<file path="src/rtl/mlfr_pkg.sv">
// package: register map, field layout and timing constants of the lock fault response
package mlfr_pkg;
	localparam int unsigned CLK_HZ          = 20000000;
	// register byte offsets
	localparam logic [7:0]  CFG_OFF         = 8'h00;
	localparam logic [7:0]  CTRL_OFF        = 8'h04;
	localparam logic [7:0]  STAT_OFF        = 8'h08;
	localparam logic [7:0]  IRQ_STAT_OFF    = 8'h0c;
	localparam logic [7:0]  IRQ_MASK_OFF    = 8'h10;
	// config field positions
	localparam int          RETRY_LSB       = 7;
	localparam int          ACTION_LSB      = 3;
	localparam int          IPD_EN_BIT      = 2;
	localparam int          LIMIT_LSB       = 11;
	localparam logic [31:0] CFG_RESET       = 32'h0000_0000;
	localparam logic [31:0] CFG_WMASK       = 32'h0000_7ffc;
	// retry interval timing
	localparam int unsigned RETRY_BASE_MS   = 300;
	localparam int unsigned RETRY_500_MS    = 500;
	localparam int unsigned RETRY_STEP_MS   = 1000;
	localparam int unsigned MS_CYCLES       = CLK_HZ / 1000;
	// interrupt bits
	localparam int          IRQ_LOCK        = 0;
	localparam int          IRQ_RETRY       = 1;
	localparam int          IRQ_LATCH       = 2;
	localparam int          IRQ_IPD         = 3;

	typedef enum logic [1:0] {
		MLFR_IDLE  = 2'b00,
		MLFR_RETRY = 2'b01,
		MLFR_LATCH = 2'b11,
		MLFR_REPORT = 2'b10
	} mlfr_state_t;

	typedef struct packed {
		logic tristate;
		logic brake;
		logic fault;
	} mlfr_drive_t;
endpackage

</file>
<file path="src/rtl/mlfr_motor_lock_fault_response.sv">
// lock fault response: mode decode, retry timer, latching, apb registers, interrupt
// Overview of operation
// - retry interval code selects auto-clear delay
// - codes 0,1: latch, fault, tristate
// - codes 2,3: latch, fault, low-side brake
// - codes 4,5: tristate, retry, then latch
// - code 6: brake, retry without limit
// - code 7: brake, retry, latch past count
// - code 8: report fault, no action
// - codes 9,A,C: lock detection disabled
// - timeout fault only when enable set
//
// Decided for this implementation: the APB register port and the register addresses.
`timescale 1ns/1ps
module mlfr_motor_lock_fault_response
	import mlfr_pkg::*;
#(
	parameter int unsigned MS_DIV = MS_CYCLES
) (
	input  wire logic        pclk,
	input  wire logic        presetn,
	input  wire logic        psel,
	input  wire logic        penable,
	input  wire logic        pwrite,
	input  wire logic [7:0]  paddr,
	input  wire logic [31:0] pwdata,
	output logic [31:0]      prdata,
	output logic             pready,
	output logic             pslverr,
	input  wire logic        lock_detect,
	input  wire logic        ipd_timeout,
	output logic             fault_n,
	output logic             gate_tristate,
	output logic             low_side_brake,
	output logic             irq
);
	logic [1:0]  lock_sync_reg;
	logic [1:0]  ipd_sync_reg;
	logic        ipd_seen_reg;
	logic [31:0] cfg_reg;
	logic [3:0]  irq_stat_reg;
	logic [3:0]  irq_mask_reg;
	mlfr_state_t state_reg;
	logic [3:0]  retries_reg;
	logic [3:0]  lock_mode_reg;
	logic [15:0] ms_cnt_reg;
	logic [13:0] ms_left_reg;
	logic        ipd_fault_reg;
	mlfr_drive_t drive_reg;

	wire wr_en = psel & penable & pwrite;
	wire rd_en = psel & ~pwrite;
	wire [3:0] action = cfg_reg[ACTION_LSB +: 4];
	wire [3:0] retry_code = cfg_reg[RETRY_LSB +: 4];
	wire [3:0] retry_limit = cfg_reg[LIMIT_LSB +: 4];
	wire lock_in = lock_sync_reg[1];
	wire ipd_in = ipd_sync_reg[1];
	wire mapped = paddr inside {CFG_OFF, CTRL_OFF, STAT_OFF, IRQ_STAT_OFF, IRQ_MASK_OFF};
	wire clear_wr = wr_en && paddr == CTRL_OFF && pwdata[0];

	function automatic logic [13:0] interval_ms(input logic [3:0] code);
		if (code == 4'h0) begin
			interval_ms = 14'(RETRY_BASE_MS);
		end else if (code == 4'h1) begin
			interval_ms = 14'(RETRY_500_MS);
		end else begin
			interval_ms = 14'((32'(code) - 32'd1) * RETRY_STEP_MS);
		end
	endfunction

	function automatic logic lock_enabled(input logic [3:0] m);
		lock_enabled = m <= 4'h8;
	endfunction

	wire lock_event = lock_in && lock_enabled(action) && state_reg == MLFR_IDLE;
	wire ms_tick = ms_cnt_reg == 16'(MS_DIV - 1);
	wire interval_done = state_reg == MLFR_RETRY && ms_tick && ms_left_reg <= 14'd1;
	// latch past limit; code 6 never latches
	wire over_limit = retries_reg >= retry_limit && lock_mode_reg != 4'h6;
	wire retry_clear = interval_done && !over_limit;
	wire retry_latch = interval_done && over_limit;
	wire ipd_event = ipd_in && !ipd_seen_reg && cfg_reg[IPD_EN_BIT];
	wire [3:0] irq_events = {ipd_event, retry_latch, retry_clear, lock_event};

	always_ff @(posedge pclk or negedge presetn) begin
		if (!presetn) begin
			lock_sync_reg <= 2'b00;
			ipd_sync_reg <= 2'b00;
			ipd_seen_reg <= 1'b0;
		end else begin
			lock_sync_reg <= {lock_sync_reg[0], lock_detect};
			ipd_sync_reg <= {ipd_sync_reg[0], ipd_timeout};
			ipd_seen_reg <= ipd_in;
		end
	end

	always_ff @(posedge pclk or negedge presetn) begin
		if (!presetn) begin
			cfg_reg <= CFG_RESET;
			irq_mask_reg <= 4'h0;
		end else if (wr_en && paddr == CFG_OFF) begin
			cfg_reg <= pwdata & CFG_WMASK;
		end else if (wr_en && paddr == IRQ_MASK_OFF) begin
			irq_mask_reg <= pwdata[3:0];
		end
	end

	// set wins over write-one-to-clear
	always_ff @(posedge pclk or negedge presetn) begin
		if (!presetn) begin
			irq_stat_reg <= 4'h0;
		end else if (wr_en && paddr == IRQ_STAT_OFF) begin
			irq_stat_reg <= (irq_stat_reg & ~pwdata[3:0]) | irq_events;
		end else begin
			irq_stat_reg <= irq_stat_reg | irq_events;
		end
	end

	always_ff @(posedge pclk or negedge presetn) begin
		if (!presetn) begin
			ipd_fault_reg <= 1'b0;
		end else if (ipd_event) begin
			ipd_fault_reg <= 1'b1;
		end else if (clear_wr) begin
			ipd_fault_reg <= 1'b0;
		end
	end

	always_ff @(posedge pclk or negedge presetn) begin
		if (!presetn) begin
			ms_cnt_reg <= 16'h0000;
		end else if (state_reg != MLFR_RETRY || ms_tick) begin
			ms_cnt_reg <= 16'h0000;
		end else begin
			ms_cnt_reg <= ms_cnt_reg + 16'h0001;
		end
	end

	always_ff @(posedge pclk or negedge presetn) begin
		if (!presetn) begin
			state_reg <= MLFR_IDLE;
			retries_reg <= 4'h0;
			lock_mode_reg <= 4'h0;
			ms_left_reg <= 14'h0000;
		end else begin
			case (state_reg)
				MLFR_IDLE: begin
					if (lock_event) begin
						lock_mode_reg <= action;
						ms_left_reg <= interval_ms(retry_code);
						if (action <= 4'h3) begin
							state_reg <= MLFR_LATCH;
						end else if (action == 4'h8) begin
							state_reg <= MLFR_REPORT;
						end else begin
							state_reg <= MLFR_RETRY;
						end
					end else if (clear_wr) begin
						retries_reg <= 4'h0;
					end
				end
				MLFR_RETRY: begin
					if (clear_wr) begin
						state_reg <= MLFR_IDLE;
						retries_reg <= 4'h0;
					end else if (ms_tick) begin
						ms_left_reg <= ms_left_reg - 14'd1;
						if (retry_clear) begin
							state_reg <= MLFR_IDLE;
							if (retries_reg != 4'hf) begin
								retries_reg <= retries_reg + 4'h1;
							end
						end else if (retry_latch) begin
							state_reg <= MLFR_LATCH;
						end
					end
				end
				MLFR_LATCH, MLFR_REPORT: begin
					if (clear_wr) begin
						state_reg <= MLFR_IDLE;
						retries_reg <= 4'h0;
					end
				end
				default: begin
					state_reg <= MLFR_IDLE;
				end
			endcase
		end
	end

	wire active = state_reg == MLFR_RETRY || state_reg == MLFR_LATCH;
	wire mode_brake = lock_mode_reg == 4'h2 || lock_mode_reg == 4'h3 ||
		lock_mode_reg == 4'h6 || lock_mode_reg == 4'h7;
	mlfr_drive_t drive_next;
	assign drive_next = '{tristate: active && !mode_brake,
		brake: active && mode_brake,
		fault: state_reg != MLFR_IDLE || ipd_fault_reg};

	always_ff @(posedge pclk or negedge presetn) begin
		if (!presetn) begin
			drive_reg <= '0;
		end else begin
			drive_reg <= drive_next;
		end
	end

	assign fault_n = ~drive_reg.fault;
	assign gate_tristate = drive_reg.tristate;
	assign low_side_brake = drive_reg.brake;
	assign irq = |(irq_stat_reg & irq_mask_reg);
	assign pready = 1'b1;
	assign pslverr = psel & penable & ~mapped;

	wire [31:0] status_word = {20'h0, retries_reg, ipd_fault_reg, drive_reg.brake,
		drive_reg.tristate, drive_reg.fault, 2'b00, state_reg};
	wire [31:0] rd_mux = paddr == CFG_OFF ? cfg_reg :
		paddr == STAT_OFF ? status_word :
		paddr == IRQ_STAT_OFF ? {28'h0, irq_stat_reg} :
		paddr == IRQ_MASK_OFF ? {28'h0, irq_mask_reg} : 32'h0;

	always_ff @(posedge pclk or negedge presetn) begin
		if (!presetn) begin
			prdata <= 32'h0;
		end else if (rd_en && !penable) begin
			prdata <= rd_mux;
		end
	end
endmodule // mlfr_motor_lock_fault_response

</file>
<file path="config.mk">
export PLATFORM = sky130hd
export DESIGN_NAME = mlfr_motor_lock_fault_response
export DESIGN_NICKNAME = d
export VERILOG_FILES = /design/src/rtl/mlfr_pkg.sv /design/src/rtl/mlfr_motor_lock_fault_response.sv
export SDC_FILE = /design/constraint.sdc
export NUM_CORES = 1
export LEC_CHECK = 0
export BUFFER_PORTS_ARGS = -buffer_cell sky130_fd_sc_hd__buf_2
export CORE_MARGIN = 10
export CORE_UTILIZATION = 28
export CTS_CLUSTER_DIAMETER = 40
export DETAILED_ROUTE_END_ITERATION = 12
export PLACE_DENSITY_LB_ADDON = 0.12
export RECOVER_POWER = 25
export SLEW_MARGIN = 20
export SYNTH_ARGS = -nofsm -noshare
export SYNTH_HDL_FRONTEND = slang
export SYNTH_SLANG_ARGS = --single-unit
</file>
<file path="constraint.sdc">
create_clock -name pclk -period 14 [get_ports pclk]
set_input_delay 1.4 -clock pclk [delete_from_list [all_inputs] [get_ports pclk]]
set_output_delay 1.4 -clock pclk [all_outputs]
set_load 0.02 [all_outputs]
</file>
* Word-level counts from Yosys, hierarchy flattened
Index checks and enable logic that the tools add are counted.
Widths: inputs -> output; s select.
** Word-level totals
- Logic and storage cells :: 135
- Output and inout bits :: 38
- Register bits after elaboration :: 102
- Bits of input ports :: 47
** Cells by class
- Add/subtract/negate cells :: 4
- Equal/unequal tests :: 26
- Multiply operators :: 1
- Order comparisons :: 4
- Multiplexer cells :: 30
- Reduce and logical (&&, ||, !) cells :: 41
- Bitwise gates (word level) :: 13
** Operators by type and width (number)
- $mux 14 :: 5
- $mux 4 :: 9
- $mul 32x7->11 const B :: 1
- $pmux 14 s2 :: 1
- $logic_and 1x1->1 :: 17
- $add 16x1->16 const B :: 1
- $eq 16x15->1 const B :: 1
- $eq 8x4->1 const B :: 2
- $mux 16 :: 1
- $mux 2 :: 8
- $mux 15 :: 1
- $le 14x1->1 const B :: 1
- $sub 14x1->14 const B :: 1
- $mux 12 :: 1
- $pmux 4 s3 :: 1
- $reduce_and 4->1 :: 3
- $ne 2x2->1 const B :: 5
- $ne 3x3->1 const B :: 3
- $and 4x4->4 :: 2
- $eq 4x2->1 const B :: 2
- $eq 4x3->1 const B :: 2
- $eq 8x3->1 const B :: 1
- $eq 8x5->1 const B :: 1
- $logic_not 8->1 :: 1
- 27 further kinds :: 48

* Logic depth before layout (Yosys ltp)
Gate-level depths: netlist (run 1).
- Depth after elaboration :: 9
- Depth in mapped cells :: 20
- Depth with buffers taken out :: 18

* Worst setup path after synthesis (run 1)
Ideal clock, no wire load.
- Kind :: flip-flop to flip-flop
- Start :: reg cfg_reg[7]
- End :: reg ms_left_reg[13]
- Cell stages (with the launch flop) :: 21
- Setup slack :: 9103 ps
- Required time :: 13884 ps
- Data arrival time :: 4782 ps
- Setup time :: 116 ps
- Path buffers :: 2
- Period minus slack after synthesis :: 4897 ps
- Cell sequence :: dfrtp_1 clkbuf_1 inv_1 ha_1 or3b_2 clkbuf_1 inv_1 ha_1 inv_1 fa_1 inv_1 fa_1 inv_1 fa_1 inv_1 ha_1 o21ai_0 o21ai_0 a31oi_1 xnor2_1 o311ai_0
** On the way
- Longest elaborated chain between the ends :: 6
- Elaborated cells between the ends (all ways) :: 8
- Classes of those cells :: add/sub (1); mul (1); eq/ne (1); mux (4); reduce/logical (1)
** RTL lines
- start: declaration :: line mlfr_motor_lock_fault_response.sv:40 : logic [31:0] cfg_reg;
- start signal: assignment :: line mlfr_motor_lock_fault_response.sv:102 : cfg_reg <= pwdata & CFG_WMASK;
- $sub 4x1->5 :: line mlfr_motor_lock_fault_response.sv:67 : interval_ms = 14'((32'(code) - 32'd1) * RETRY_STEP_MS);
- $mul 32x7->11 :: line mlfr_motor_lock_fault_response.sv:67
- $mux 14 :: line mlfr_motor_lock_fault_response.sv:64 : end else if (code == 4'h1) begin
- $mux 14 * :: line mlfr_motor_lock_fault_response.sv:62 : if (code == 4'h0) begin
- $mux 14 * :: line mlfr_motor_lock_fault_response.sv:148 : if (lock_event) begin
- $pmux 14 s2 * :: line mlfr_motor_lock_fault_response.sv:146 : case (state_reg)
- end signal: assignment :: line mlfr_motor_lock_fault_response.sv:150 : ms_left_reg <= interval_ms(retry_code);
- end signal: assignment :: line mlfr_motor_lock_fault_response.sv:167 : ms_left_reg <= ms_left_reg - 14'd1;
- end: declaration :: line mlfr_motor_lock_fault_response.sv:47 : logic [13:0] ms_left_reg;
Every way passes the cells marked *; elsewhere a longest branch is shown, timed or not. The select of a mux whose other input is x is not followed.
A chain may end at the register's enable or synchronous reset.

==> results of run 1 <==
## Yosys cell counts (3+ instances only)
library cell  number
nand3_1           21
xor2_1            14
mux2_2            22
mux2i_1            4
a211oi_1           4
nor4_1             4
and3_1             4
nor4b_1            4
a22oi_1           11
buf_4             19
o21ai_0           31
nor3_1            13
nand2_1           31
a21o_1             4
o31ai_1            9
clkbuf_1          18
nor2b_1            6
inv_1             41
nor2_1            55
a31oi_1            7
dfrtp_1           85
ha_1              31
o21a_1             3
and2_1             3
or3_1              3
a21oi_1           24
fa_1              12
nor3b_1            4
xnor2_1           18
nand4_1            4
and3_2             3
## power by group through the flow
stage                     clock network [W]  logic (W)  registers [W]
after floorplan                           0   0.000138       0.000268
after global routing               0.000268   0.000219       0.000258
after detailed placement                  0   0.000193       0.000262
after CTS                          0.000257   0.000195       0.000257
final                              0.000249   0.000191       0.000257
after global placement                    0   0.000192       0.000262
## final timing paths
check                                      from               to  slack [ns]  cells after the start
worst max-delay path                    presetn  ms_left_reg[11]        8.59                      2
worst min-delay path            ipd_sync_reg[0]  ipd_sync_reg[1]        0.36                      0
worst max register to register       cfg_reg[7]  ms_left_reg[13]        8.82                     18
worst min register to register  ipd_sync_reg[0]  ipd_sync_reg[1]        0.36                      0
max in group pclk                    cfg_reg[7]  ms_left_reg[13]        8.82                     18
min in group asynchronous               presetn        prdata[2]        0.93                      1
## per-stage QoR
stage / worst slack [ns] / power, W / instance area, µm²
after floorplan: 9.103 / 0.0004056 / 5474
after global placement: 8.776 / 0.0004534 / 5882
after detailed placement: 8.708 / 0.0004550 / 5882
after CTS: 8.715 / 0.0007091 / 6186
after global routing: 7.535 / 0.0007452 / 6181
final: 8.595 / 0.0006974 / 6181
## cells by family after synthesis
logic type	synth area share, %
compound gates	15.05
xor+xnor	5.177
fa+ha+maj	11.60
buf+inv	6.933
flops	39.29
mux	5.316
other cells	0.1387
simple gates	16.50
## per-layer routing
| layer | part of all wire [%] | global-route usage [%] | wire, µm | vias up |
|---|---|---|---|---|
| met5 | 0 | 0 | 0 | - |
| met4 | 1.3 | 3.412 | 186 | 0 |
| met3 | 4.3 | 2.685 | 607 | 12 |
| met2 | 46 | 17.08 | 6457 | 90 |
| met1 | 48 | 15.34 | 6784 | 2117 |
| li1 | - | - | - | 2059 |
## final cells by class
class,count,area (µm²),area share [%]
tap,260,325.3,5.263
inverter,41,153.9,2.490
clock buffer,9,225.2,3.644
sequential,85,2127,34.41
timing repair buffer,55,281.5,4.555
clock inverter,7,78.83,1.275
multi-input combinational,416,2989,48.36
==> impl_metrics.env, run 1 <==
export IMPL_finClkSkew_ns=0.01178
export IMPL_dr_total_vias=4278
export IMPL_synth_warnings=0
export IMPL_path_class="primary input to asynchronous set/reset pin"
export IMPL_syn_area_um2=5414
export IMPL_clock_latency_ns=0.35
export IMPL_final_util_pct=32.72
export IMPL_rsz0062_at_grt="false"
export IMPL_final_common_cell="dfrtp_1"
export IMPL_peakVddDrop_v=0.00006461
export IMPL_vias_per_cell=4.900
export IMPL_cts_resized_gates=0
export IMPL_grt_pass1_vias=4375
export IMPL_p_int_w=0.0004718
export IMPL_cp_top_family="buffers and inverters"
export IMPL_whs_ns=0.3588
export IMPL_min_period_ns=5.405
export IMPL_cts_tree="done"
export IMPL_cp_max_fo=79
export IMPL_grt_max_degree=80
export IMPL_cts_hold_buf=0
export IMPL_io_pins=85
export IMPL_fin_setup_tns_ns=0
export IMPL_cts_htree_levels=3
export IMPL_status="finished, violations left"
export IMPL_post_route_period_util_pct=38.61
export IMPL_arrival_ns=4.83
export IMPL_worst_slew_pin_slew_ns=4.359
export IMPL_core_area_um2=18890
export IMPL_critPathBufInv=2
export IMPL_ant_nets=0
export IMPL_start_kind="primary input"
export IMPL_final_cells=873
export IMPL_fin_nets=698
export IMPL_cts_setup_buffers=0
export IMPL_synth_top_area_cell="dfrtp_1"
export IMPL_ys_types=66
export IMPL_gp_congestion=0.8239
export IMPL_synthCells=564
export IMPL_final_cell_mix="dfrtp_1 (85), nor2_1 (55), buf_2 (48)"
export IMPL_maxCapViolCount=1
export IMPL_slowest_stage="clkbuf_1"
export IMPL_die_w_um=159.1
export IMPL_pwr_share_comb_pct=27.4
export IMPL_wl_um=14040
export IMPL_antenna_cells=0
export IMPL_ys_seq_elements=85
export IMPL_wl_per_cell_um=16.08
export IMPL_cp_cell_sequence="clkbuf_1 -> clkbuf_1"
export IMPL_cts_made_buffers=9
export IMPL_drtPass1Iterations=5
export IMPL_grt_pass1_wl_um=23620
export IMPL_synth_top_area_share_pct=39.29
export IMPL_fmax_mhz=185.0
export IMPL_slew_violations=80
export IMPL_synth_edf_count=0
export IMPL_violations="max-capacitance violations, max-slew violations"
export IMPL_powerDensity_nw_per_um2=112.8
export IMPL_maxSlewHeadroom_pct=-190.6
export IMPL_antenna_found_initial=0
export IMPL_setup_viol=0
export IMPL_drc=0
export IMPL_cp_slowest_stage_delay_ns=3.09
export IMPL_largest_reg_flops=16
export IMPL_drt_initial_drc_count=255
export IMPL_portBuffers=49
export IMPL_avgSynthCellArea_um2=9.599
export IMPL_cpMostUsedCell="clkbuf_1"
export IMPL_hold_viol_final=0
export IMPL_dp_hpwl_um=10730
export IMPL_p_clk_share_pct=35.7
export IMPL_initial_utilization_pct=28.66
export IMPL_synth_area_leaders="dfrtp_1 (39%), ha_1 (7.2%), mux2_2 (4.6%), fa_1 (4.4%), nor2_1 (3.8%)"
export IMPL_synth_seq_area_share_pct=39.29
export IMPL_p_sw_w=0.0002256
export IMPL_hp_class="register to register"
export IMPL_n_fill_cell=1996
export IMPL_grt_overflow=0
export IMPL_place_inst=857
export IMPL_leakage_nw=2.687
export IMPL_track_usage_pct=11.22
export IMPL_layout_drive_gt1_share_pct=17.29
export IMPL_crit_required_ns=13.43
export IMPL_synthToLayoutAreaGrowth_pct=14.17
export IMPL_cts_root_buf="clkbuf_16"
export IMPL_async_reset_ff_share_pct=100.0
export IMPL_clock_path_buffers=2
export IMPL_clk_pin_slew_worst_paths_ns=0.07
export IMPL_die_h_um=159.1
export IMPL_die_area_um2=25300
export IMPL_p_sw_share_pct=32.35
export IMPL_row_count=50
export IMPL_pwr_share_seq_pct=36.9
export IMPL_critPathCaptureType="asynchronous set/reset pin"
export IMPL_synth_ff_type="dfrtp_1"
export IMPL_cts_sinks=85
No activity file was read; power rests on OpenSTA's default activity.
==> run 2, diff against run 1 <==
--- a/config.mk
+++ b/config.mk
@@ -5,6 +5,7 @@
 export SDC_FILE = /design/constraint.sdc
 export NUM_CORES = 1
 export LEC_CHECK = 0
+export ABC_AREA = 1
 export BUFFER_PORTS_ARGS = -buffer_cell sky130_fd_sc_hd__buf_2
 export CORE_MARGIN = 10
 export CORE_UTILIZATION = 28
==> constraint.sdc (replaced) <==
create_clock -name pclk -period 4.5 [get_ports pclk]
set_input_delay 0.45 -clock pclk [delete_from_list [all_inputs] [get_ports pclk]]
set_output_delay 0.45 -clock pclk [all_outputs]
set_load 0.02 [all_outputs]
==> run 2 against run 1 <==
The run still ends with max-capacitance violations, max-slew violations left. Final area grew 4.0%. Combinational power grew to 3.9 times the previous value. Setup slack lost 8.2 ns. Via count grew 8.9%. Hold slack lost 0.16 ns. Critical path type is now register to register. Non-clock buffer count is the same.
==> impl_metrics.env, run 2 <==
export IMPL_core_area_um2=19590
export IMPL_clk_pin_slew_worst_paths_ns=0.07
export IMPL_whs_ns=0.1949
export IMPL_ys_seq_elements=85
export IMPL_ant_nets=0
export IMPL_met3_usage_pct=2.669
export IMPL_hold_path_depth=1
export IMPL_antenna_cells=0
export IMPL_timing_rr_end="ms_left_reg[13]"
export IMPL_syn_area_um2=5609
export IMPL_synth_xor_area_share_pct=3.591
export IMPL_synth_edf_count=0
export IMPL_synthCells=707
export IMPL_busiest_layer="met2"
export IMPL_clock_path_buffers=2
export IMPL_synth_common_cells="nand2_1 (170), dfrtp_1 (85), inv_1 (85)"
export IMPL_synthToLayoutAreaGrowth_pct=14.61
export IMPL_post_route_period_util_pct=92.02
export IMPL_min_period_ns=4.141
export IMPL_dr_total_vias=4660
export IMPL_multi_input_area_um2=3019
export IMPL_die_area_um2=26090
export IMPL_wl_per_cell_um=13.89
export IMPL_grt_pass1_vias=4810
export IMPL_clock_latency_ns=0.35
export IMPL_maxSlewHeadroom_pct=-53.20
export IMPL_grt_max_degree=44
export IMPL_r2r_setup_slack_ns=0.36
export IMPL_wl_um=14350
export IMPL_cts_tree="done"
export IMPL_synth_fa_ha_area_share_pct=11.20
export IMPL_gp_congestion=0.8280
export IMPL_cts_setup_buffers=0
export IMPL_pwr_share_seq_pct=39.1
export IMPL_fin_setup_tns_ns=0
export IMPL_async_reset_ff_share_pct=100.0
export IMPL_grt_pass1_wl_um=24210
export IMPL_dpl_instance_area_um2=6110
export IMPL_synth_top_area_share_pct=37.92
export IMPL_r2r_start="cfg_reg[7]"
export IMPL_hp_class="primary input to register"
export IMPL_hold_viol_final=0
export IMPL_n_fill_cell=2132
export IMPL_drt_initial_drc_count=199
export IMPL_fmax_mhz=241.5
export IMPL_fin_nets=853
export IMPL_antenna_found_initial=0
export IMPL_ys_types=45
export IMPL_cts_htree_levels=3
export IMPL_cts_root_buf="clkbuf_16"
export IMPL_final_area_um2=6429
export IMPL_grt_overflow=0
export IMPL_cp_max_fo=8
export IMPL_startpoint="cfg_reg[7]"
export IMPL_largest_reg_flops=16
export IMPL_start_kind="register"
export IMPL_initial_utilization_pct=28.63
export IMPL_powerDensity_nw_per_um2=380.7
export IMPL_pwr_share_comb_pct=30.3
export IMPL_avgSynthCellArea_um2=7.934
export IMPL_hp_start="ipd_timeout"
export IMPL_cp_cell_sequence="inv_2 -> ha_2 -> xor2_2 -> fa_1 -> ha_1 -> fa_1 -> inv_1 -> fa_1 -> inv_1 -> ha_1 -> a21oi_1 -> or2_2 -> nand3_1 -> nand3_1 -> nand3_1 -> nand2_1 -> nand2_1 -> nand2_1"
export IMPL_worst_slew_pin_slew_ns=2.298
export IMPL_synth_warnings=0
export IMPL_leakage_nw=3.172
export IMPL_grt_use_met1_pct=14.22
export IMPL_hold_end="ipd_sync_reg[0]"
export IMPL_p_sw_w=0.0009372
export IMPL_grt_use_met2_pct=18.98
export IMPL_status="finished, violations left"
export IMPL_path_class="register to register"
export IMPL_synth_ff_type="dfrtp_1"
export IMPL_synth_seq_area_share_pct=37.92
export IMPL_synth_top_family_by_area="simple AND/OR/NAND/NOR gates"
export IMPL_reg2reg_depth=18
export IMPL_die_w_um=161.5
export IMPL_critPathBufInv=3
export IMPL_violations="max-capacitance violations, max-slew violations"
export IMPL_slowest_stage="fa_1"
export IMPL_crit_required_ns=4.74
export IMPL_critPathCaptureType="register"
export IMPL_peakVddDrop_v=0.0001722
export IMPL_arrival_ns=4.38
export IMPL_drc=0
export IMPL_row_count=51
export IMPL_seq_area_um2=2127
export IMPL_synth_compound_area_share_pct=11.22
export IMPL_drtPass1Iterations=4
export IMPL_synth_most_common_cell="nand2_1"
export IMPL_final_cell_mix="nand2_1 (170), dfrtp_1 (85), inv_1 (83)"
export IMPL_p_clk_share_pct=30.6
export IMPL_muxShareOfSynthArea_pct=0.6023
export IMPL_portBuffers=49
export IMPL_cts_made_buffers=9
export IMPL_cts_sinks=85
export IMPL_slew_violations=44
export IMPL_maxCapViolCount=1
export IMPL_yosys_area_share_simple_pct=25.56
export IMPL_p_int_w=0.001510
export IMPL_dp_hpwl_um=11370
export IMPL_setup_viol=0
export IMPL_rsz0062_at_grt="false"
export IMPL_track_usage_pct=11.25
export IMPL_cp_slowest_stage_delay_ns=0.53
export IMPL_finClkSkew_ns=0.009640
export IMPL_io_pins=85
export IMPL_layout_drive_gt1_share_pct=15.10
export IMPL_final_common_cell="nand2_1"
export IMPL_synth_area_leaders="dfrtp_1 (38%), nand2_1 (11%), ha_1 (6.9%), inv_1 (5.7%), fa_1 (4.3%)"
export IMPL_synth_top_area_cell="dfrtp_1"
export IMPL_die_h_um=161.5
export IMPL_vias_per_cell=4.511
export IMPL_p_sw_share_pct=38.30
export IMPL_cp_top_family="adder cells"
-- run 2: cell types whose count changed after synthesis, sizes merged, moves of 10 or more --
| cell | previous run | this run |
|---|---|---|
| nor2 | 55 | 71 |
| xnor2 | 18 | 8 |
| a21oi | 24 | 40 |
| mux2 | 22 | 3 |
| a22oi | 11 | 0 |
| clkbuf | 18 | 2 |
| o21ai | 31 | 41 |
| nand3 | 21 | 37 |
| nand2 | 31 | 175 |
| nand4 | 4 | 19 |
| inv | 41 | 97 |
-- run 2: how the worst max path moves through the flow --
stage	endpoint	slack, ns	depth (start not counted)
final	ms_left_reg[13]	0.36	18
after global routing	ms_left_reg[12]	0.007	20
after CTS	ms_left_reg[13]	0.13	19
after detailed placement	ms_left_reg[13]	0.14	19
after global placement	ms_left_reg[13]	0.20	18
after floorplan	ms_left_reg[11]	0.1	17
-- run 2: worst reg2reg max path: cells and delay by family, from the launching register on --
| kind | cells | cell delay [ns] |
|---|---|---|
| AND/OR/NAND/NOR | 7 | 0.68 |
| AO/OA/AOI/OAI | 1 | 0.10 |
| XOR/XNOR | 1 | 0.20 |
| flip-flops | 1 | 0.39 |
| buffers and inverters | 3 | 0.23 |
| adder cells (fa/ha/maj) | 6 | 2.43 |
-- run 2: per-stage QoR --
step	power (W)	util, %	worst slack (ns)	instances
2_1_floorplan	0.001534	-	0.09936	723
4_1_cts	0.002490	32.71	0.1346	1033
3_3_place_gp	0.001710	31.19	0.2003	1017
6_report	0.002447	32.82	0.3590	1033
5_1_grt	0.002642	32.82	0.007103	1033
3_5_place_dp	0.001719	31.19	0.1413	1017
-- run 2: final cells by class --
type / count / area share (%)
clock inverter: 7 / 1.129
timing repair buffer: 55 / 4.496
clock buffer: 9 / 3.503
inverter: 97 / 5.664
multi-input combinational: 515 / 46.96
tap: 265 / 5.158
sequential: 85 / 33.09
-- run 2: routing by layer --
metal / part of all wire (%) / vias to the layer above / wire (µm)
met1: 47 / 2202 / 6709
met3: 3.9 / 8 / 562
met4: 0.90 / 0 / 129
met5: 0 / - / 0
met2: 48 / 68 / 6945
li1: - / 2382 / -
-- run 2: power by group through the flow --
stage | Clock [W] | Combinational (W) | Sequential [W]
after floorplan | 0 | 0.000568 | 0.000966
after global placement | 0 | 0.000740 | 0.000970
after detailed placement | 0 | 0.000747 | 0.000972
after CTS | 0.000782 | 0.000751 | 0.000958
after global routing | 0.000807 | 0.000860 | 0.000975
final | 0.000748 | 0.000742 | 0.000957
-- run 2: cells by family after synthesis --
logic type | count (synthesis)
other | 2
DFF | 85
buffers and inverters | 123
adders and majority gates | 43
muxes | 3
and+or+nand+nor | 322
xor gates and xnor gates | 23
AOI/OAI and AO/OA | 106
-- run 2: timing repair --
action	4_1_cts	5_1_grt
gates resized for setup	0	7
endpoints found under the setup margin	0	4
hold buffers	0	0
==> run 3, diff against run 2 <==
==> constraint.sdc (replaced) <==
create_clock -name pclk -period 4.5 [get_ports pclk]
set_input_delay 0.9 -clock pclk [delete_from_list [all_inputs] [get_ports pclk]]
set_output_delay 0.9 -clock pclk [all_outputs]
set_load 0.02 [all_outputs]
==> run 3 against run 2 <==
The run still ends with max-capacitance violations, max-slew violations left. Via count increased by 0.84%. Clock skew decreased by 0.0024 ns. Maximum frequency decreased by 1.0%. Critical path depth increased by 1. Combinational power increased by 0.9%. Critical endpoint unchanged.
==> impl_metrics.env, run 3 (same netlist as run 2, synthesis figures left out) <==
export IMPL_synthToLayoutAreaGrowth_pct=14.63
export IMPL_slowest_stage="fa_1"
export IMPL_cts_hold_buf=0
export IMPL_track_usage_pct=11.51
export IMPL_final_cell_mix="nand2_1 (170), dfrtp_1 (85), inv_1 (84)"
export IMPL_crit_required_ns=4.73
export IMPL_wl_um=14440
export IMPL_busiest_layer="met2"
export IMPL_powerDensity_nw_per_um2=388.6
export IMPL_grt_overflow=0
export IMPL_largest_reg_flops=16
export IMPL_cp_cell_sequence="inv_2 -> nand2_1 -> nor2_2 -> xor2_1 -> fa_1 -> ha_1 -> fa_1 -> inv_1 -> fa_1 -> inv_1 -> ha_1 -> a21oi_1 -> or2_2 -> nand3_1 -> nand3_1 -> nand3_1 -> nand2_1 -> nand2_1 -> nand2_1"
export IMPL_rsz0062_at_grt="false"
export IMPL_clock_path_buffers=2
export IMPL_core_area_um2=19590
export IMPL_cpMostUsedCell="nand2_1"
export IMPL_drt_initial_drc_count=293
export IMPL_initial_utilization_pct=28.63
export IMPL_n_fill_cell=2136
export IMPL_layout_drive_gt1_share_pct=14.71
export IMPL_finClkSkew_ns=0.007203
export IMPL_p_int_w=0.001585
export IMPL_wl_per_cell_um=13.97
export IMPL_grt_use_met2_pct=19.08
export IMPL_cts_sinks=85
export IMPL_critPathBufInv=3
export IMPL_p_clk_share_pct=31.8
export IMPL_p_sw_w=0.0009137
export IMPL_cts_made_buffers=9
export IMPL_clk_pin_slew_worst_paths_ns=0.06
export IMPL_min_period_ns=4.183
export IMPL_cp_slowest_stage_delay_ns=0.53
export IMPL_worst_slew_pin_slew_ns=3.318
export IMPL_maxSlewHeadroom_pct=-121.2
export IMPL_die_h_um=161.5
export IMPL_dp_hpwl_um=11470
export IMPL_pwr_share_comb_pct=30.0
export IMPL_cts_setup_buffers=0
export IMPL_io_pins=85
export IMPL_cts_tree="done"
export IMPL_vias_per_cell=4.549
export IMPL_drtPass1Iterations=4
export IMPL_fin_nets=853
export IMPL_final_cells=1033
export IMPL_hold_viol_final=0
export IMPL_pwr_share_seq_pct=38.3
export IMPL_clock_latency_ns=0.34
export IMPL_p_sw_share_pct=36.57
export IMPL_grt_max_degree=60
export IMPL_gp_congestion=0.8174
export IMPL_slew_violations=60
export IMPL_start_kind="register"
export IMPL_multi_input_area_um2=2999
export IMPL_critPathCaptureType="register"
export IMPL_arrival_ns=4.42
export IMPL_seq_area_um2=2127
export IMPL_leakage_nw=3.183
export IMPL_cts_root_buf="clkbuf_16"
export IMPL_fin_setup_tns_ns=0
export IMPL_die_w_um=161.5
export IMPL_setup_viol=0
export IMPL_antenna_cells=0
export IMPL_path_class="register to register"
export IMPL_status="finished, violations left"
export IMPL_ant_nets=0
export IMPL_fmax_mhz=239.1
export IMPL_dr_total_vias=4699
export IMPL_violations="max-capacitance violations, max-slew violations"
export IMPL_r2r_setup_slack_ns=0.32
export IMPL_die_area_um2=26090
export IMPL_cp_max_fo=8
export IMPL_portBuffers=49
export IMPL_met3_usage_pct=2.618
export IMPL_maxCapViolCount=1
export IMPL_drc=0
export IMPL_place_inst=1017
export IMPL_cp_top_family="adder cells"
export IMPL_final_common_cell="nand2_1"
export IMPL_grt_use_met1_pct=14.60
export IMPL_grt_pass1_vias=4894
export IMPL_row_count=51
export IMPL_cts_htree_levels=3
export IMPL_peakVddDrop_v=0.0002203
export IMPL_grt_pass1_wl_um=24630
export IMPL_antenna_found_initial=0
export IMPL_post_route_period_util_pct=92.96
export IMPL_hp_class="register to register"
-- run 3: path summary, 6_finish.rpt --
check / startpoint / end / depth (start not counted)
worst max-delay path: cfg_reg[7] / ms_left_reg[13] / 19
worst min-delay path: lock_sync_reg[0] / lock_sync_reg[1] / 0
worst max register to register: cfg_reg[7] / ms_left_reg[13] / 19
worst min register to register: lock_sync_reg[0] / lock_sync_reg[1] / 0
max in group asynchronous: presetn / ms_cnt_reg[11] / 1
min in group asynchronous: presetn / ipd_seen_reg / 1
-- run 3: area by class of cell --
class                           count  area share [%]
Clock buffer                       11           3.931
Sequential cell                    85           33.08
Multi-Input combinational cell    515           46.64
Clock inverter                      5           1.031
Timing Repair Buffer               55           4.495
Tap cell                          265           5.157
Inverter                           97           5.663
-- run 3: through the flow --
stage	power [W]	setup WS, ns	hold WS, ns	util (%)	area [µm²]
2_1_floorplan	0.001534	0.09936	0.3312	-	5669
3_3_place_gp	0.001709	0.1886	0.3357	31.19	6110
3_5_place_dp	0.001720	0.1770	0.3363	31.19	6110
4_1_cts	0.002536	0.1653	0.3522	32.82	6429
5_1_grt	0.002703	0.002436	0.3564	32.82	6430
6_report	0.002499	0.3170	0.3498	32.82	6430
-- run 3: timing repair --
| item | 4_1_cts | 5_1_grt |
|---|---|---|
| hold endpoints to repair | 0 | 0 |
| setup endpoints to repair | 0 | 3 |
| resized for setup | 0 | 5 |
-- run 3: metal layers --
metal / vias to the layer above / routed length [µm] / part of all wire (%)
met5: - / 0 / 0
li1: 2368 / - / -
met4: 0 / 184 / 1.3
met1: 2260 / 6906 / 48
met3: 11 / 437 / 3.0
met2: 60 / 6908 / 48
-- run 3: power groups by stage --
stage / registers, W / logic [W] / clock network (W)
2_1_floorplan: 0.000966 / 0.000568 / 0
3_3_place_gp: 0.000970 / 0.000740 / 0
3_5_place_dp: 0.000970 / 0.000750 / 0
4_1_cts: 0.000957 / 0.000753 / 0.000826
5_1_grt: 0.000973 / 0.000872 / 0.000858
6_report: 0.000956 / 0.000749 / 0.000794
